`src/logic/kli_pkg.sv`:
```
package kli_pkg;

   // ----------------------------------------------------------------
   // geometry and reset values
   // ----------------------------------------------------------------
   localparam int         LINES      = 8;
   localparam int         STAT_WIDTH = 2;
   localparam logic [7:0] RESET_BYTE = 8'h00;
   localparam logic [7:0] PORT_IDLE  = 8'hFF;

   // ----------------------------------------------------------------
   // register offsets
   // ----------------------------------------------------------------
   localparam logic [7:0] ADDR_LEVEL_SEL  = 8'h9C;
   localparam logic [7:0] ADDR_LINE_EN    = 8'h9D;
   localparam logic [7:0] ADDR_LINE_FLAGS = 8'h9E;
   localparam logic [7:0] ADDR_CTRL       = 8'hA0;
   localparam logic [7:0] ADDR_STATUS     = 8'hA1;
   localparam logic [7:0] ADDR_MASK       = 8'hA2;

   // ----------------------------------------------------------------
   // field positions
   // ----------------------------------------------------------------
   localparam int CTRL_GLOBAL_BIT = 0;
   localparam int STAT_KEY_BIT    = 0;
   localparam int STAT_WAKE_BIT   = 1;

   // ----------------------------------------------------------------
   // register select decode
   // ----------------------------------------------------------------
   typedef enum logic [2:0] {
      SEL_NONE,
      SEL_LEVEL,
      SEL_ENABLE,
      SEL_FLAGS,
      SEL_CTRL,
      SEL_STATUS,
      SEL_MASK
   } kli_sel_t;

   function automatic kli_sel_t decodeAddr(input logic [7:0] addr);
      case (addr)
         ADDR_LEVEL_SEL:  decodeAddr = SEL_LEVEL;
         ADDR_LINE_EN:    decodeAddr = SEL_ENABLE;
         ADDR_LINE_FLAGS: decodeAddr = SEL_FLAGS;
         ADDR_CTRL:       decodeAddr = SEL_CTRL;
         ADDR_STATUS:     decodeAddr = SEL_STATUS;
         ADDR_MASK:       decodeAddr = SEL_MASK;
         default:         decodeAddr = SEL_NONE;
      endcase
   endfunction

endpackage

```
`src/logic/kli_sync3.sv`:
```
`timescale 1ns/1ps
module kli_sync3 #(
   parameter int               WIDTH     = 8,
   parameter logic [WIDTH-1:0] RESET_VAL = '1
) (
   // clock and reset
   input  wire logic             core_clk,
   input  wire logic             reset_n,
   // pins in, filtered level out
   input  wire logic [WIDTH-1:0] asyncIn,
   output logic      [WIDTH-1:0] syncOut
);

   logic [WIDTH-1:0] stage1_q;
   logic [WIDTH-1:0] stage2_q;
   logic [WIDTH-1:0] stage3_q;
   logic [WIDTH-1:0] level_q;
   logic [WIDTH-1:0] level_d;

   // ----------------------------------------------------------------
   // accept a bit once stages two and three agree
   // ----------------------------------------------------------------
   always_comb begin
      level_d = level_q;
      for (int i = 0; i < WIDTH; i++) begin
         if (stage2_q[i] == stage3_q[i]) begin
            level_d[i] = stage3_q[i];
         end
      end
   end

   always_ff @(posedge core_clk) begin
      if (!reset_n) begin
         stage1_q <= RESET_VAL;
         stage2_q <= RESET_VAL;
         stage3_q <= RESET_VAL;
         level_q  <= RESET_VAL;
      end else begin
         stage1_q <= asyncIn;
         stage2_q <= stage1_q;
         stage3_q <= stage2_q;
         level_q  <= level_d;
      end
   end

   assign syncOut = level_q;

endmodule

```
`src/logic/kli_flag_bank.sv`:
```
`timescale 1ns/1ps
module kli_flag_bank #(
   parameter int WIDTH = 8
) (
   // clock and reset
   input  wire logic             core_clk,
   input  wire logic             reset_n,
   // set per line, clear all
   input  wire logic [WIDTH-1:0] setV,
   input  wire logic             clrAll,
   output logic      [WIDTH-1:0] flags
);

   logic [WIDTH-1:0] flag_q;
   logic [WIDTH-1:0] flag_d;

   // ----------------------------------------------------------------
   // sticky flags, a set beats a clear in the same cycle
   // ----------------------------------------------------------------
   for (genvar i = 0; i < WIDTH; i++) begin : gLine
      always_comb begin
         flag_d[i] = (flag_q[i] & ~clrAll) | setV[i];
      end
   end

   always_ff @(posedge core_clk) begin
      if (!reset_n) begin
         flag_q <= '0;
      end else begin
         flag_q <= flag_d;
      end
   end

   assign flags = flag_q;

endmodule

```
`src/logic/kli_keypad_lines.sv`:
```
// Summary of operation
// - each of lines 0 to 7 sets its own flag on its programmed level
// - a set flag requests the keypad interrupt only while its enable is one
// - flags are sticky; only a flag register read or reset clears them
// - software writes to the flag register are ignored
// - reading the flag register returns the flags, then clears all eight except lines still at their level in that cycle
// - enable zero leaves the pin as plain I/O with no interrupt request
// - enable one lets the line flag drive an interrupt request
// - reset clears all flags and all enable bits
// - level select zero detects low, one detects high, per line
// - all lines share one request, gated by a global enable bit
// - enabled keypad flags raise a wake request for idle and power-down
//
// The implementer's own choice: the address-and-strobe port.
`timescale 1ns/1ps
module kli_keypad_lines (
   // clock and reset
   input  wire logic       core_clk,
   input  wire logic       reset_n,
   // register port
   input  wire logic [7:0] regAddr,
   input  wire logic [7:0] regWrData,
   input  wire logic       regWrStb,
   input  wire logic       regRdStb,
   output logic      [7:0] regRdData,
   // keypad port lines
   input  wire logic [7:0] portIn,
   output logic      [7:0] keyLineEn,
   // requests
   output logic            keyIrqReq,
   output logic            wakeReq,
   output logic            irq
);

   // ----------------------------------------------------------------
   // declarations
   // ----------------------------------------------------------------
   localparam int N = kli_pkg::LINES;
   localparam int S = kli_pkg::STAT_WIDTH;

   logic [N-1:0]     lineLvl;
   logic [N-1:0]     hitV;
   logic [N-1:0]     flagsV;
   logic             rdFlags;
   kli_pkg::kli_sel_t wrSel;
   kli_pkg::kli_sel_t rdSel;

   logic [N-1:0]     levelSel_q;
   logic [N-1:0]     levelSel_d;
   logic [N-1:0]     lineEn_q;
   logic [N-1:0]     lineEn_d;
   logic             globalEn_q;
   logic             globalEn_d;
   logic [S-1:0]     status_q;
   logic [S-1:0]     status_d;
   logic [S-1:0]     mask_q;
   logic [S-1:0]     mask_d;
   logic [S-1:0]     statEvt;

   logic [7:0]       rdData_q;
   logic [7:0]       rdData_d;
   logic             keyIrq_q;
   logic             keyIrq_d;
   logic             wake_q;
   logic             wake_d;
   logic             irq_q;
   logic             irq_d;
   logic             wasReset_q;

   // ----------------------------------------------------------------
   // pin synchroniser
   // ----------------------------------------------------------------
   kli_sync3 #(
      .WIDTH     (N),
      .RESET_VAL (kli_pkg::PORT_IDLE)
   ) uSync (
      .core_clk (core_clk),
      .reset_n  (reset_n),
      .asyncIn  (portIn),
      .syncOut  (lineLvl)
   );

   // ----------------------------------------------------------------
   // level detection and flags
   // ----------------------------------------------------------------
   // level compare
   assign hitV = ~(lineLvl ^ levelSel_q);

   assign wrSel   = regWrStb ? kli_pkg::decodeAddr(regAddr) : kli_pkg::SEL_NONE;
   assign rdSel   = regRdStb ? kli_pkg::decodeAddr(regAddr) : kli_pkg::SEL_NONE;
   assign rdFlags = (rdSel == kli_pkg::SEL_FLAGS);

   kli_flag_bank #(
      .WIDTH (N)
   ) uFlags (
      .core_clk (core_clk),
      .reset_n  (reset_n),
      .setV     (hitV),
      .clrAll   (rdFlags),
      .flags    (flagsV)
   );

   // ----------------------------------------------------------------
   // software registers
   // ----------------------------------------------------------------
   always_comb begin
      levelSel_d = levelSel_q;
      lineEn_d   = lineEn_q;
      globalEn_d = globalEn_q;
      mask_d     = mask_q;
      statEvt    = '0;
      statEvt[kli_pkg::STAT_WAKE_BIT] = |(hitV & lineEn_q & ~flagsV);
      statEvt[kli_pkg::STAT_KEY_BIT]  = |(hitV & lineEn_q & ~flagsV) & globalEn_q;
      status_d   = status_q;
      case (wrSel)
         kli_pkg::SEL_LEVEL:  begin
            levelSel_d = regWrData[N-1:0];
         end
         kli_pkg::SEL_ENABLE: begin
            lineEn_d = regWrData[N-1:0];
         end
         kli_pkg::SEL_CTRL:   begin
            globalEn_d = regWrData[kli_pkg::CTRL_GLOBAL_BIT];
         end
         kli_pkg::SEL_STATUS: begin
            status_d = status_q & ~regWrData[S-1:0];
         end
         kli_pkg::SEL_MASK:   begin
            mask_d = regWrData[S-1:0];
         end
         default: begin
            levelSel_d = levelSel_q;
         end
      endcase
      // new events win over a write-one clear
      status_d = status_d | statEvt;
   end

   always_ff @(posedge core_clk) begin
      if (!reset_n) begin
         levelSel_q <= kli_pkg::RESET_BYTE[N-1:0];
         lineEn_q   <= kli_pkg::RESET_BYTE[N-1:0];
         globalEn_q <= 1'b0;
         status_q   <= '0;
         mask_q     <= '0;
      end else begin
         levelSel_q <= levelSel_d;
         lineEn_q   <= lineEn_d;
         globalEn_q <= globalEn_d;
         status_q   <= status_d;
         mask_q     <= mask_d;
      end
   end

   // ----------------------------------------------------------------
   // read data and request outputs
   // ----------------------------------------------------------------
   always_comb begin
      rdData_d = kli_pkg::RESET_BYTE;
      case (rdSel)
         kli_pkg::SEL_LEVEL:  begin
            rdData_d = 8'(levelSel_q);
         end
         kli_pkg::SEL_ENABLE: begin
            rdData_d = 8'(lineEn_q);
         end
         kli_pkg::SEL_FLAGS:  begin
            rdData_d = 8'(flagsV);
         end
         kli_pkg::SEL_CTRL:   begin
            rdData_d[kli_pkg::CTRL_GLOBAL_BIT] = globalEn_q;
         end
         kli_pkg::SEL_STATUS: begin
            rdData_d = 8'(status_q);
         end
         kli_pkg::SEL_MASK:   begin
            rdData_d = 8'(mask_q);
         end
         default: begin
            rdData_d = kli_pkg::RESET_BYTE;
         end
      endcase
      keyIrq_d = globalEn_q & |(flagsV & lineEn_q);
      wake_d   = |(flagsV & lineEn_q);
      irq_d    = |(status_q & mask_q);
   end

   always_ff @(posedge core_clk) begin
      wasReset_q <= ~reset_n;
      if (!reset_n) begin
         rdData_q <= kli_pkg::RESET_BYTE;
         keyIrq_q <= 1'b0;
         wake_q   <= 1'b0;
         irq_q    <= 1'b0;
      end else begin
         rdData_q <= rdData_d;
         keyIrq_q <= keyIrq_d;
         wake_q   <= wake_d;
         irq_q    <= irq_d;
      end
   end

   assign regRdData = rdData_q;
   assign keyLineEn = lineEn_q;
   assign keyIrqReq = keyIrq_q;
   assign wakeReq   = wake_q;
   assign irq       = irq_q;
endmodule

```
`config.mk`:
```
export PLATFORM = sky130hd
export DESIGN_NAME = kli_keypad_lines
export DESIGN_NICKNAME = d
export VERILOG_FILES = /design/src/logic/kli_pkg.sv /design/src/logic/kli_sync3.sv /design/src/logic/kli_flag_bank.sv /design/src/logic/kli_keypad_lines.sv
export SDC_FILE = /design/constraint.sdc
export NUM_CORES = 1
export LEC_CHECK = 0
export ABC_AREA = 1
export ABC_CLOCK_PERIOD_IN_PS = 1820
export BUFFER_PORTS_ARGS = -buffer_cell sky130_fd_sc_hd__buf_2
export CAP_MARGIN = 20
export CELL_PAD_IN_SITES_DETAIL_PLACEMENT = 0
export CELL_PAD_IN_SITES_GLOBAL_PLACEMENT = 2
export CORE_MARGIN = 5
export CORE_UTILIZATION = 32
export CTS_CLUSTER_DIAMETER = 30
export CTS_CLUSTER_SIZE = 16
export DETAILED_ROUTE_END_ITERATION = 10
export GPL_TIMING_DRIVEN = 1
export PLACE_DENSITY = 0.85
export SLEW_MARGIN = 10
export SYNTH_ARGS = -nofsm -noshare
export SYNTH_HDL_FRONTEND = slang
export SYNTH_HIERARCHICAL = 1
export SYNTH_SLANG_ARGS = --single-unit
```
`constraint.sdc`:
```
create_clock -name core_clk -period 1.82 [get_ports core_clk]
set_input_delay 0.182 -clock core_clk [delete_from_list [all_inputs] [get_ports core_clk]]
set_output_delay 0.182 -clock core_clk [all_outputs]
set_load 0.02 [all_outputs]
```
# Word level (Yosys, flattened, before mapping)
# Cells that the tools add are included.
# word_totals
inputBits	28
wordCells	84
reg_bits	72
# classes
n_eq_ne	25
muxes	6
n_reduce_logical	3
n_bitwise	29
# op_table
op	n
8-bit equality test, second input constant	6
7-bit case mux with 5 select lines	1
8-bit bitwise AND	3
3-bit equality test, second input constant	6
3-bit case mux with 6 select lines	1
8-bit inverter	2
8-bit OR reduction	2
1-bit bitwise AND	10
3-bit by 2-bit equality test with 1-bit output, second input constant	3
1-bit equality test	8
1-bit OR	8
8-bit XOR	1
3-bit by 1-bit equality test with 1-bit output, second input constant	2
3-bit two-way mux	2
1-bit case mux with 6 select lines	1
2-bit bitwise AND	2
2-bit two-way mux	1
2-bit inverter	1
2-bit OR	1
2-bit OR reduction	1
1-bit inverter	1

# Logic depth before layout (Yosys ltp)
# Gate-level depths: netlist of the first run.
# logic_depth
word_depth	7
ltp_mapped	12
depth_no_buf	12

# Modules after synthesis
# Netlist of the first run, hierarchy kept.
# modules_own_cells
mod	cells_per_inst	n_inst	seq_area_each_um2	area_per_inst_um2
kli_keypad_lines	253	1	640.6	1795.5
kli_sync3	139	1	640.6	1057.3
kli_flag_bank	34	1	160.2	267.8

# Worst setup path before layout of the first run
# Ideal clock, no wire load.
# synth_timing
path_kind	input-to-reg
startpoint	input port regAddr[6]
endpoint	register rdData_q[0], in the netlist regRdData[0]
required_time_ns	1.701
setup_time_ns	0.119
setup_slack_ns	0.470
cell_stages	9
t_arrival_ns	1.231
cell_sequence	inv_1 nand2_2 nor3_4 inv_4 buf_6 nand4_2 nand3_1 nor2_1 nor2_1
# synth_via
elab_chain_len	5
elab_cells_between_ends	15
classes_between	eq/ne: 12; mux: 3
# synth_rtl
element	line_no	rtl
from (decl)	kli_keypad_lines.sv:21	input wire logic [7:0] regAddr,
8-bit equality test	kli_pkg.sv:42	case (addr)
3-bit case mux with 6 select lines (*)	kli_pkg.sv:42	
3-bit two-way mux (*)	kli_keypad_lines.sv:90	assign rdSel = regRdStb ? kli_pkg::decodeAddr(regAddr) : kli_pkg::SEL_NONE;
3-bit equality test (tied with other cells)	kli_keypad_lines.sv:160	case (rdSel)
1-bit case mux with 6 select lines (*)	kli_keypad_lines.sv:160	
to (signal assigned)	kli_keypad_lines.sv:191	rdData_q <= kli_pkg::RESET_BYTE;
to (signal assigned)	kli_keypad_lines.sv:196	rdData_q <= rdData_d;
to (decl)	kli_keypad_lines.sv:60	logic [7:0] rdData_q;
# Every way passes the cells marked *; elsewhere a longest branch is shown, timed or not.
# A chain may end at the register's enable or synchronous reset.

# Worst setup path in the final report of the first run
# layout_timing
startpoint	register levelSel_q[2]
endpoint	register status_q[0]
# layout_via
elab_chain_len	7
# layout_rtl
element	line_no	rtl
from (decl)	kli_keypad_lines.sv:48	logic [N-1:0] levelSel_q;
from (signal assigned)	kli_keypad_lines.sv:141	levelSel_q <= kli_pkg::RESET_BYTE[N-1:0];
from (signal assigned)	kli_keypad_lines.sv:147	levelSel_q <= levelSel_d;
8-bit XOR	kli_keypad_lines.sv:87	assign hitV = ~(lineLvl ^ levelSel_q);
8-bit inverter	kli_keypad_lines.sv:87	
net hitV[2]	kli_keypad_lines.sv:42	logic [N-1:0] hitV;
8-bit bitwise AND (2 in a row)	kli_keypad_lines.sv:113	statEvt[kli_pkg::STAT_KEY_BIT] = |(hitV & lineEn_q & ~flagsV) & globalEn_q;
8-bit OR reduction	kli_keypad_lines.sv:113	
1-bit bitwise AND	kli_keypad_lines.sv:113	
2-bit OR	kli_keypad_lines.sv:136	status_d = status_d | statEvt;
to (signal assigned)	kli_keypad_lines.sv:150	status_q <= status_d;
to (decl)	kli_keypad_lines.sv:54	logic [S-1:0] status_q;
# The timed path passes the listed nets, and every way through them passes these cells.

==> results.ini, run 1 <==
[finish]
drive_above_1_share_pct=19.6
diodes=0
stdcell_area_sq_um=3790
final_cells=623
area_growth_syn_to_layout_pct=21.4
final_nets=513
layout_common_cells=92 x nand2_1, 88 x inv_1, 72 x dfxtp_1, 51 x nor2_1, 46 x buf_2
layout_commonest_cell=nand2_1

[sta]
fin_tns_setup_ns=0
post-route-min-period_ns=1.29
drv_slew=0
fin_crit_sh_pct=70.8
setup_slack_ns=0.531
rsz0062_at_grt=no
skew_ns=0.00581
fmax_ghz=0.776
setup_viol=0
relSlewSlack_pct=76.9
tightest_slew_ns=0.346
finalHoldViolations=0

[logic_synthesis]
yosysWarnings=6
syn_inst=426
ys_seq_area_share_pct=46.2
synth_area_sq_um=3120
synth_nets=454
synth_mux_area_share_pct=0
yosys.area_share.xor_xnor_pct=2.25
synth_top_family_by_area=simple AND/OR/NAND/NOR gates
synth_seq_cells=72
avgSynthCellArea_sq_um=7.33
synthSimpleGateAreaFrac_pct=28.8
synth.distinct_cells=30
synthAdderAreaFrac_pct=0
synth-compound-area-share_pct=9.18

[floorplanning]
die_area_sq_um=11800
fp.coreArea_sq_um=9640
initial_core_util_pct=32.4
die_y_microns=109
die_w_microns=109
io-pin-count=47
rows=36

[routing]
drc_errors=0
first_pass_iters=4
drt-vias-per-instance=4.15
routed_wl_microns=6810
drtIter0Drc=115
drtAntennaViolNets=0
avgRoutedWirePerCell_microns=10.9
num_vias=2584

[cts]
clk_pin_slew_ns=0.07
root_buffer=clkbuf_8
clock_tree.buffer_depth=2
cts-htree-levels=3
cts_buffers=9
cts_tree=done
cts_sinks=72
post-cts-setup-buffers=0
clock_latency_ns=0.33

[worst_hold_path]
hp-class=in -> reg

[pwr]
vdd_drop_max_mv=0.409
design_power_total_uw=3330
cellPowerDensity_nw_per_um2=878
p_leak_uw=0.00184

[global_route]
grt_pass1_vias=2423
globalRouteMet2Util_pct=19.7
grt_use_total_pct=12.8
grt-ovfl-total=0
grt_start_max_net_pins=37
antenna_found_initial=0
grt_pass1_wl_microns=11900
grt.busiest_layer=met2
globalRouteMet3Util_pct=3.73
use_met1_pct=17.4

[place]
dp_hpwl_microns=5210
io_buffers=46
place_congestion=0.807
place_inst=600
placed_cell_area_sq_um=3460
post-place-ws_ns=0.209

[worst_setup_path]
crit_type=reg -> reg
required_ns=2.09
crit_arrival_ns=1.56
critPathCaptureType=flop
cp_max_fo=3
rrSetupSlack_ns=0.53
worstSetupStartpointType=flop

[run_status]
outcome=finished, final reports clean

[job]
drv_cap=0

## worst paths after layout
path | to | depth (start not counted) | from
min | uSync/stage1_q[2]$_SDFF_PN1_ | 3 | portIn[2]
max reg2reg | status_q[0]$_SDFF_PN0_ | 7 | levelSel_q[2]$_SDFFE_PN0N_
min reg2reg | uSync/stage2_q[0]$_SDFF_PN1_ | 2 | uSync/stage1_q[0]$_SDFF_PN1_
max | status_q[0]$_SDFF_PN0_ | 7 | levelSel_q[2]$_SDFFE_PN0N_
## state kept, by name, indices dropped and copies added, names as in the netlist
name            cells
globalEn_q          1
regRdData           8
keyIrqReq           1
levelSel_q          8
keyLineEn           8
status_q            2
mask_q              2
uSync/stage3_q      8
irq                 1
uSync/syncOut       8
uFlags/flags        8
uSync/stage1_q      8
uSync/stage2_q      8
wakeReq             1
## where the power goes
part	switching [uW]	internal, uW	total, uW	leakage [uW]
Clock	572	983	1550	0.000126
Combinational	93.8	63.2	157	0.00113
Sequential	12.8	1600	1610	0.000585
## final cells by class
cell class | count | area [sq um]
Multi-Input combinational cell | 255 | 1260
Sequential cell | 72 | 1440
Timing Repair Buffer | 56 | 323
Clock inverter | 5 | 103
Fill cell | 1045 | 5850
Inverter | 91 | 347
Tap cell | 133 | 166
Clock buffer | 11 | 151
## kinds of logic (layout without fill, tap and decap cells)
kind of cell / after synthesis / after routing
and+or+nand+nor: 196 / 196
buffers and inverters: 99 / 163
DFF: 72 / 72
AOI/OAI and AO/OA: 51 / 51
xor gates and xnor gates: 8 / 8
## routing by layer
layer  share of wire [%]  up-vias
met4                 1.4        0
met3                 6.1        9
met5                   0        -
met1                  49     1108
met2                  44       58
li1                    -     1409
## synth_stat cells
cell	instances	share of area, %
buf_4	2	0.48
nand3_1	27	4.3
nand4_4	1	0.68
xnor2_1	8	2.2
a21oi_1	21	3.4
o21ai_1	2	0.32
nor2_2	5	1.0
nor2_4	3	1.1
nor3_4	1	0.52
buf_12	1	0.64
inv_2	1	0.12
a21oi_2	3	0.84
nand2_1	92	11
nand2_2	8	1.6
nand3_2	1	0.32
nand2_4	3	1.1
nor2_1	51	6.1
a221oi_1	2	0.56
buf_1	1	0.12
nand4_1	3	0.60
o22ai_1	2	0.40
dfxtp_1	72	46
nand4_2	1	0.40
o21ai_0	18	2.9
buf_6	3	1.1
a211oi_1	1	0.24
o21ai_2	2	0.56
inv_1	88	11
clkbuf_1	1	0.12
inv_4	2	0.40
## through the flow
step | hold slack, ns | utilization [%]
after floorplan | 0.267 | -
after global placement | 0.350 | 35.9
after detailed placement | 0.356 | 35.9
after CTS | 0.0104 | 39.3
after global routing | 0.0207 | 39.3
final | 0.0276 | 39.3
## repair_timing
item,4_1_cts,5_1_grt
hold buffers,7,0
setup endpoints to repair,0,0
resized for setup,0,0
endpoints found under the hold margin,7,0
## critical path, cell delays in order (launching register included)
cell,delay (ns)
dfxtp_1,0.36
xnor2_1,0.23
nand2_1,0.08
o21ai_0,0.15
inv_1,0.06
nand3_1,0.15
nand2_1,0.07
a21oi_1,0.13
Power figures use the tool's default switching activity.
==> run 2: changes to the inputs <==
Settings changed: ABC_CLOCK_PERIOD_IN_PS 1820 to 1300.
Clock period 1.82 ns to 1.3 ns, I/O delays scaled along.
==> run 2 against run 1 <==
Net effect: first-iteration DRC count shrank 10%; combinational power increased by 49%; count of clock-buffer cells in the layout fell by 2; core utilization increased by 1.1 points; sequential power up 40%; final cell count rose by 2.1%; power increased by 28%; critical path depth unchanged; routed wire length rose by 0.82%; worst hold slack better by 0.016 ns; largest cell class unchanged.
==> results.ini, run 2 (synthesis results as in run 1) <==
[global_route]
grt-ovfl-total=0  ; unchanged
antenna_found_initial=0  ; unchanged
grt.busiest_layer=met2
grt_pass1_wl_microns=11600  ; -2.4%
grt_use_total_pct=12.7  ; -0.14 points
globalRouteMet2Util_pct=18.8  ; -0.88 points
grt_pass1_vias=2409  ; -0.58%
use_met1_pct=17.5  ; +0.11 points
globalRouteMet3Util_pct=4.20  ; +0.47 points
grt_start_max_net_pins=40  ; +8.1%

[worst_setup_path]
required_ns=1.57  ; -0.52 ns
worstSetupStartpointType=flop
critical_path.cell_chain=xnor2_2, nand2_1, o21ai_1, inv_1, nand3_2, nand2_1, a21oi_1
cp_max_fo=2  ; -1
crit_path_top_delay_cell=dfxtp_1
worst_path_dominant_cell_family=flip-flops
slowest_delay_ns=0.34  ; -0.02 ns
cp.buffers_inverters=1  ; unchanged
worst_path_most_repeated_cell=nand2_1
crit_type=reg -> reg
critPathCaptureType=flop
crit_arrival_ns=1.43  ; -0.13 ns

[finish]
stdcell_area_sq_um=3900  ; +2.9%
diodes=0  ; unchanged
final_nets=526  ; +2.5%
layout_common_cells=92 x nand2_1, 88 x inv_1, 67 x dfxtp_1, 51 x nor2_1, 46 x buf_2
drive_above_1_share_pct=23.9  ; +4.3 points
area_growth_syn_to_layout_pct=24.9
final_cells=636  ; +2.1%
layout_commonest_cell=nand2_1

[sta]
fmax_ghz=0.867  ; +12%
drv_slew=0  ; unchanged
holdWs_ns=0.0437  ; +0.0160 ns
finalHoldViolations=0  ; unchanged
skew_ns=0.00844  ; +0.00263 ns
rsz0062_at_grt=no
relSlewSlack_pct=83.0  ; +6.1 points
fin_crit_sh_pct=88.7  ; +18 points
setup_viol=0  ; unchanged
setup_slack_ns=0.147  ; -0.384 ns
post-route-min-period_ns=1.15  ; -0.136 ns
tightest_slew_ns=0.255  ; -0.0913 ns

[floorplanning]
rows=36  ; unchanged
die_area_sq_um=11800  ; unchanged
fp.coreArea_sq_um=9640  ; unchanged
die_y_microns=109  ; unchanged
io-pin-count=47  ; unchanged
die_w_microns=109  ; unchanged
initial_core_util_pct=32.4  ; unchanged

[cts]
cts_buffers=9  ; unchanged
cts_tree=done
cts-htree-levels=3  ; unchanged
post-cts-setup-buffers=0  ; unchanged
clock_tree.buffer_depth=2  ; unchanged
clock_latency_ns=0.34  ; about the same
root_buffer=clkbuf_8
clk_pin_slew_ns=0.08  ; about the same
cts_sinks=72  ; unchanged

[run_status]
outcome=finished, final reports clean

[routing]
routed_wl_microns=6870  ; +0.82%
avgRoutedWirePerCell_microns=10.8  ; -1.2%
drtIter0Drc=103  ; -10%
num_vias=2584  ; unchanged
drc_errors=0  ; unchanged
first_pass_iters=4  ; unchanged
drt-vias-per-instance=4.06  ; -2.0%
drtAntennaViolNets=0  ; unchanged

[job]
drv_cap=0  ; unchanged

[place]
place_congestion=0.836  ; +3.5%
io_buffers=46  ; unchanged
post-place-ws_ns=-0.237  ; -0.446 ns
place_inst=612  ; +2.0%
dp_hpwl_microns=5350  ; +2.7%
placed_cell_area_sq_um=3570  ; +3.0%

[pwr]
combinationalPowerShare_pct=5.5  ; +0.8 points
p_int_uw=3230  ; +22%
switching_power_uw=1010  ; +49%
p_leak_uw=0.00195  ; +5.7%
design_power_total_uw=4240  ; +28%
cellPowerDensity_nw_per_um2=1090  ; +24%
switching_share_pct=23.9  ; +3.5 points
vdd_drop_max_mv=0.552  ; +35%
power_frac_seq_pct=53.2  ; +4.7 points
power.share.clock_pct=41.3  ; -5.4 points

[worst_hold_path]
hp-class=in -> reg

-- run 2: cell count changes in the layout (fill, tap and decap cells not counted), sizes merged --
cell	previous run	this run
buf	49	61
bufinv	3	1
clkbuf	11	9
clkinv	1	3
dlygate4sd3	7	8
inv	91	93
-- run 2: power by group through the flow --
stage                     registers [uW]  logic (uW)  clock network (uW)
after floorplan                     2310         124                   0
after global placement              2310         215                   0
after detailed placement            2310         218                   0
after CTS                           2260         238                1820
after global routing                2260         270                1920
final                               2260         234                1750
-- run 2: per-stage QoR --
| step | setup TNS (ns) | utilization (%) |
|---|---|---|
| final | 0 | 40.4 |
| after global routing | 0 | 40.4 |
| after CTS | 0 | 39.8 |
| after detailed placement | -4.29 | 37.0 |
| after global placement | -3.06 | 37.0 |
| after floorplan | 0 | - |
-- run 2: path summary, 6_finish.rpt --
check	startpoint	to	slack [ns]	cells past startpoint
setup / recovery	levelSel_q[2]$_SDFFE_PN0N_	status_q[0]$_SDFF_PN0_	0.15	7
setup reg to reg	levelSel_q[2]$_SDFFE_PN0N_	status_q[0]$_SDFF_PN0_	0.15	7
hold / removal	reset_n	uSync/stage1_q[7]$_SDFF_PN1_	0.04	2
hold reg to reg	uSync/stage1_q[6]$_SDFF_PN1_	uSync/stage2_q[6]$_SDFF_PN1_	0.40	2
-- run 2: area by class of cell --
cell class                      count  area (sq um)
Fill cell                        1029          5740
Sequential cell                    72          1450
Tap cell                          133           166
Inverter                           91           347
Timing Repair Buffer               69           435
Multi-Input combinational cell    255          1310
Clock buffer                        9           124
Clock inverter                      7          70.1
-- run 2: what timing repair did --
action	4_1_cts	5_1_grt
endpoints found under the hold margin	8	0
hold buffers	8	0
resized for setup	0	14
endpoints found under the setup margin	0	3
-- run 2: routing by layer --
metal,vias up,share of wire [%],routed length (microns)
met1,1099,51,3470
met3,5,5.4,372
li1,1431,-,-
met4,0,1.2,80
met5,-,0,0
met2,49,43,2940
==> run 3: changes to the inputs <==
==> constraint.sdc (replaced) <==
create_clock -name core_clk -period 1.3 [get_ports core_clk]
set_input_delay 0.195 -clock core_clk [delete_from_list [all_inputs] [get_ports core_clk]]
set_output_delay 0.195 -clock core_clk [all_outputs]
set_load 0.02 [all_outputs]
==> run 3 against run 2 <==
Net effect: sequential power barely moved; clock power rose by 3%; critical path depth did not move; non-clock buffer count fell by 1; core utilization fell by 0.13 points; via count rose by 2.7%; first-iteration DRC count fell by 1.9%; global-route usage barely moved; combinational power rose by 2%; routed wire length rose by 0.96%; critical path type unchanged; largest power group unchanged.
==> results.ini, run 3 (synthesis results as in run 1) <==
[routing]
num_vias=2655  ; +2.7%
drtAntennaViolNets=0  ; unchanged
drt-vias-per-instance=4.18  ; +2.9%
drtIter0Drc=101  ; -1.9%
routed_wl_microns=6930  ; +0.96%
avgRoutedWirePerCell_microns=10.9  ; +1.1%
first_pass_iters=4  ; unchanged
drc_errors=0  ; unchanged

[pwr]
switching_power_uw=1010  ; -0.39%
p_leak_uw=0.00192  ; -1.3%
vdd_drop_max_mv=0.454  ; -18%
p_int_uw=3290  ; +1.8%
cellPowerDensity_nw_per_um2=1110  ; +1.6%
switching_share_pct=23.5  ; -0.39 points
power.share.clock_pct=41.9  ; +0.6 points
combinationalPowerShare_pct=5.6  ; about the same
power_frac_seq_pct=52.6  ; -0.6 points

[sta]
post-route-min-period_ns=1.20  ; +0.0465 ns
fmax_ghz=0.833  ; -3.9%
tightest_slew_ns=0.290  ; +0.0352 ns
finalHoldViolations=0  ; unchanged
setup_viol=0  ; unchanged
drv_slew=0  ; unchanged
fin_tns_setup_ns=0  ; unchanged
fin_crit_sh_pct=92.3  ; +3.6 points
skew_ns=0.00649  ; -0.00195 ns
relSlewSlack_pct=80.6  ; -2.4 points
rsz0062_at_grt=no

[global_route]
antenna_found_initial=0  ; unchanged
grt_use_total_pct=12.7  ; +0.044 points
use_met1_pct=17.3  ; -0.21 points
grt.busiest_layer=met2
grt-ovfl-total=0  ; unchanged
grt_pass1_wl_microns=11600  ; -0.11%
globalRouteMet2Util_pct=18.8  ; +0.044 points
grt_start_max_net_pins=31  ; -23%
globalRouteMet3Util_pct=2.66  ; -1.5 points
grt_pass1_vias=2464  ; +2.3%

[floorplanning]
die_area_sq_um=11800  ; unchanged
die_y_microns=109  ; unchanged
die_w_microns=109  ; unchanged
fp.coreArea_sq_um=9640  ; unchanged
io-pin-count=47  ; unchanged
rows=36  ; unchanged
initial_core_util_pct=32.4  ; unchanged

[finish]
multiInputGateArea_sq_um=1300  ; -0.19%
fillCellCount=1046  ; +1.7%
drive_above_1_share_pct=22.3  ; -1.5 points
ff_latch_area_sq_um=1440  ; -0.35%
area_growth_syn_to_layout_pct=24.5
layout_commonest_cell=nand2_1
diodes=0  ; unchanged
layout_common_cells=92 x nand2_1, 88 x inv_1, 71 x dfxtp_1, 51 x nor2_1, 46 x buf_2
final_nets=525  ; -0.19%
final_cells=635  ; -0.16%

[place]
dp_hpwl_microns=5220  ; -2.4%
place_inst=612  ; unchanged
io_buffers=46  ; unchanged
place_congestion=0.816  ; -2.3%

[cts]
post-cts-setup-buffers=0  ; unchanged
root_buffer=clkbuf_8
cts_sinks=72  ; unchanged
cts-htree-levels=3  ; unchanged
clock_latency_ns=0.35  ; about the same
cts_tree=done
cts_buffers=9  ; unchanged
clk_pin_slew_ns=0.08  ; about the same
clock_tree.buffer_depth=2  ; unchanged

[run_status]
outcome=finished, final reports clean

[job]
drv_cap=0  ; unchanged

[worst_setup_path]
crit_arrival_ns=1.49  ; +0.06 ns
required_ns=1.59  ; +0.02 ns
worstSetupStartpointType=flop
crit_type=reg -> reg
cp_max_fo=3  ; +1
critPathCaptureType=flop

[worst_hold_path]
hp-class=in -> reg

[run 3: worst max-delay path: stages (launching register included)]
cell	delay [ns]
dfxtp_1	0.35
xnor2_1	0.21
nand2_1	0.06
o21ai_0	0.13
inv_1	0.05
nand3_1	0.13
inv_1	0.06
a21oi_1	0.13
[run 3: path summary, 6_finish.rpt]
kind | start | end | slack [ns] | cells after the start
setup / recovery | levelSel_q[2]$_SDFFE_PN0N_ | status_q[1]$_SDFF_PN0_ | 0.10 | 7
hold / removal | portIn[1] | uSync/stage1_q[1]$_SDFF_PN1_ | 0.02 | 3
setup reg to reg | levelSel_q[2]$_SDFFE_PN0N_ | status_q[1]$_SDFF_PN0_ | 0.10 | 7
hold reg to reg | uSync/stage1_q[1]$_SDFF_PN1_ | uSync/stage2_q[1]$_SDFF_PN1_ | 0.40 | 2
[run 3: area by class of cell]
| cell class | instances | area share [%] |
|---|---|---|
| clock inverter | 4 | 1.39 |
| clock buffer | 12 | 3.74 |
| inverter | 91 | 8.92 |
| sequential | 72 | 37.1 |
| multi-input combinational | 255 | 33.6 |
| timing repair buffer | 68 | 11.0 |
| tap | 133 | 4.28 |
[run 3: stage by stage]
stage               cell area [sq um]  setup WS (ns)  power, uW  util [%]  hold WS (ns)
global placement                 3570         -0.249       2530      37.0         0.364
global route                     3880        0.00157       4490      40.3        0.0258
floorplan                        3130        -0.0603       2430         -         0.280
detailed placement               3570         -0.288       2530      37.0         0.366
finish                           3880          0.100       4300      40.3        0.0191
CTS                              3840         0.0554       4360      39.8       0.00425
[run 3: layer usage]
metal / wire length, microns / up-vias
met5: 0 / -
met4: 134 / 0
met3: 340 / 10
met2: 2960 / 57
met1: 3500 / 1157
li1: - / 1431
[run 3: power by group through the flow]
stage | Sequential (uW) | Combinational, uW | Clock [uW]
3_5_place_dp | 2310 | 222 | 0
6_report | 2260 | 238 | 1800
2_1_floorplan | 2310 | 125 | 0
4_1_cts | 2260 | 239 | 1860
5_1_grt | 2260 | 274 | 1950
3_3_place_gp | 2310 | 221 | 0
[run 3: what timing repair did]
| item | 4_1_cts | 5_1_grt |
|---|---|---|
| hold endpoints to repair | 7 | 0 |
| resized for setup | 0 | 8 |
| endpoints found under the setup margin | 0 | 6 |
| hold buffers | 7 | 0 |
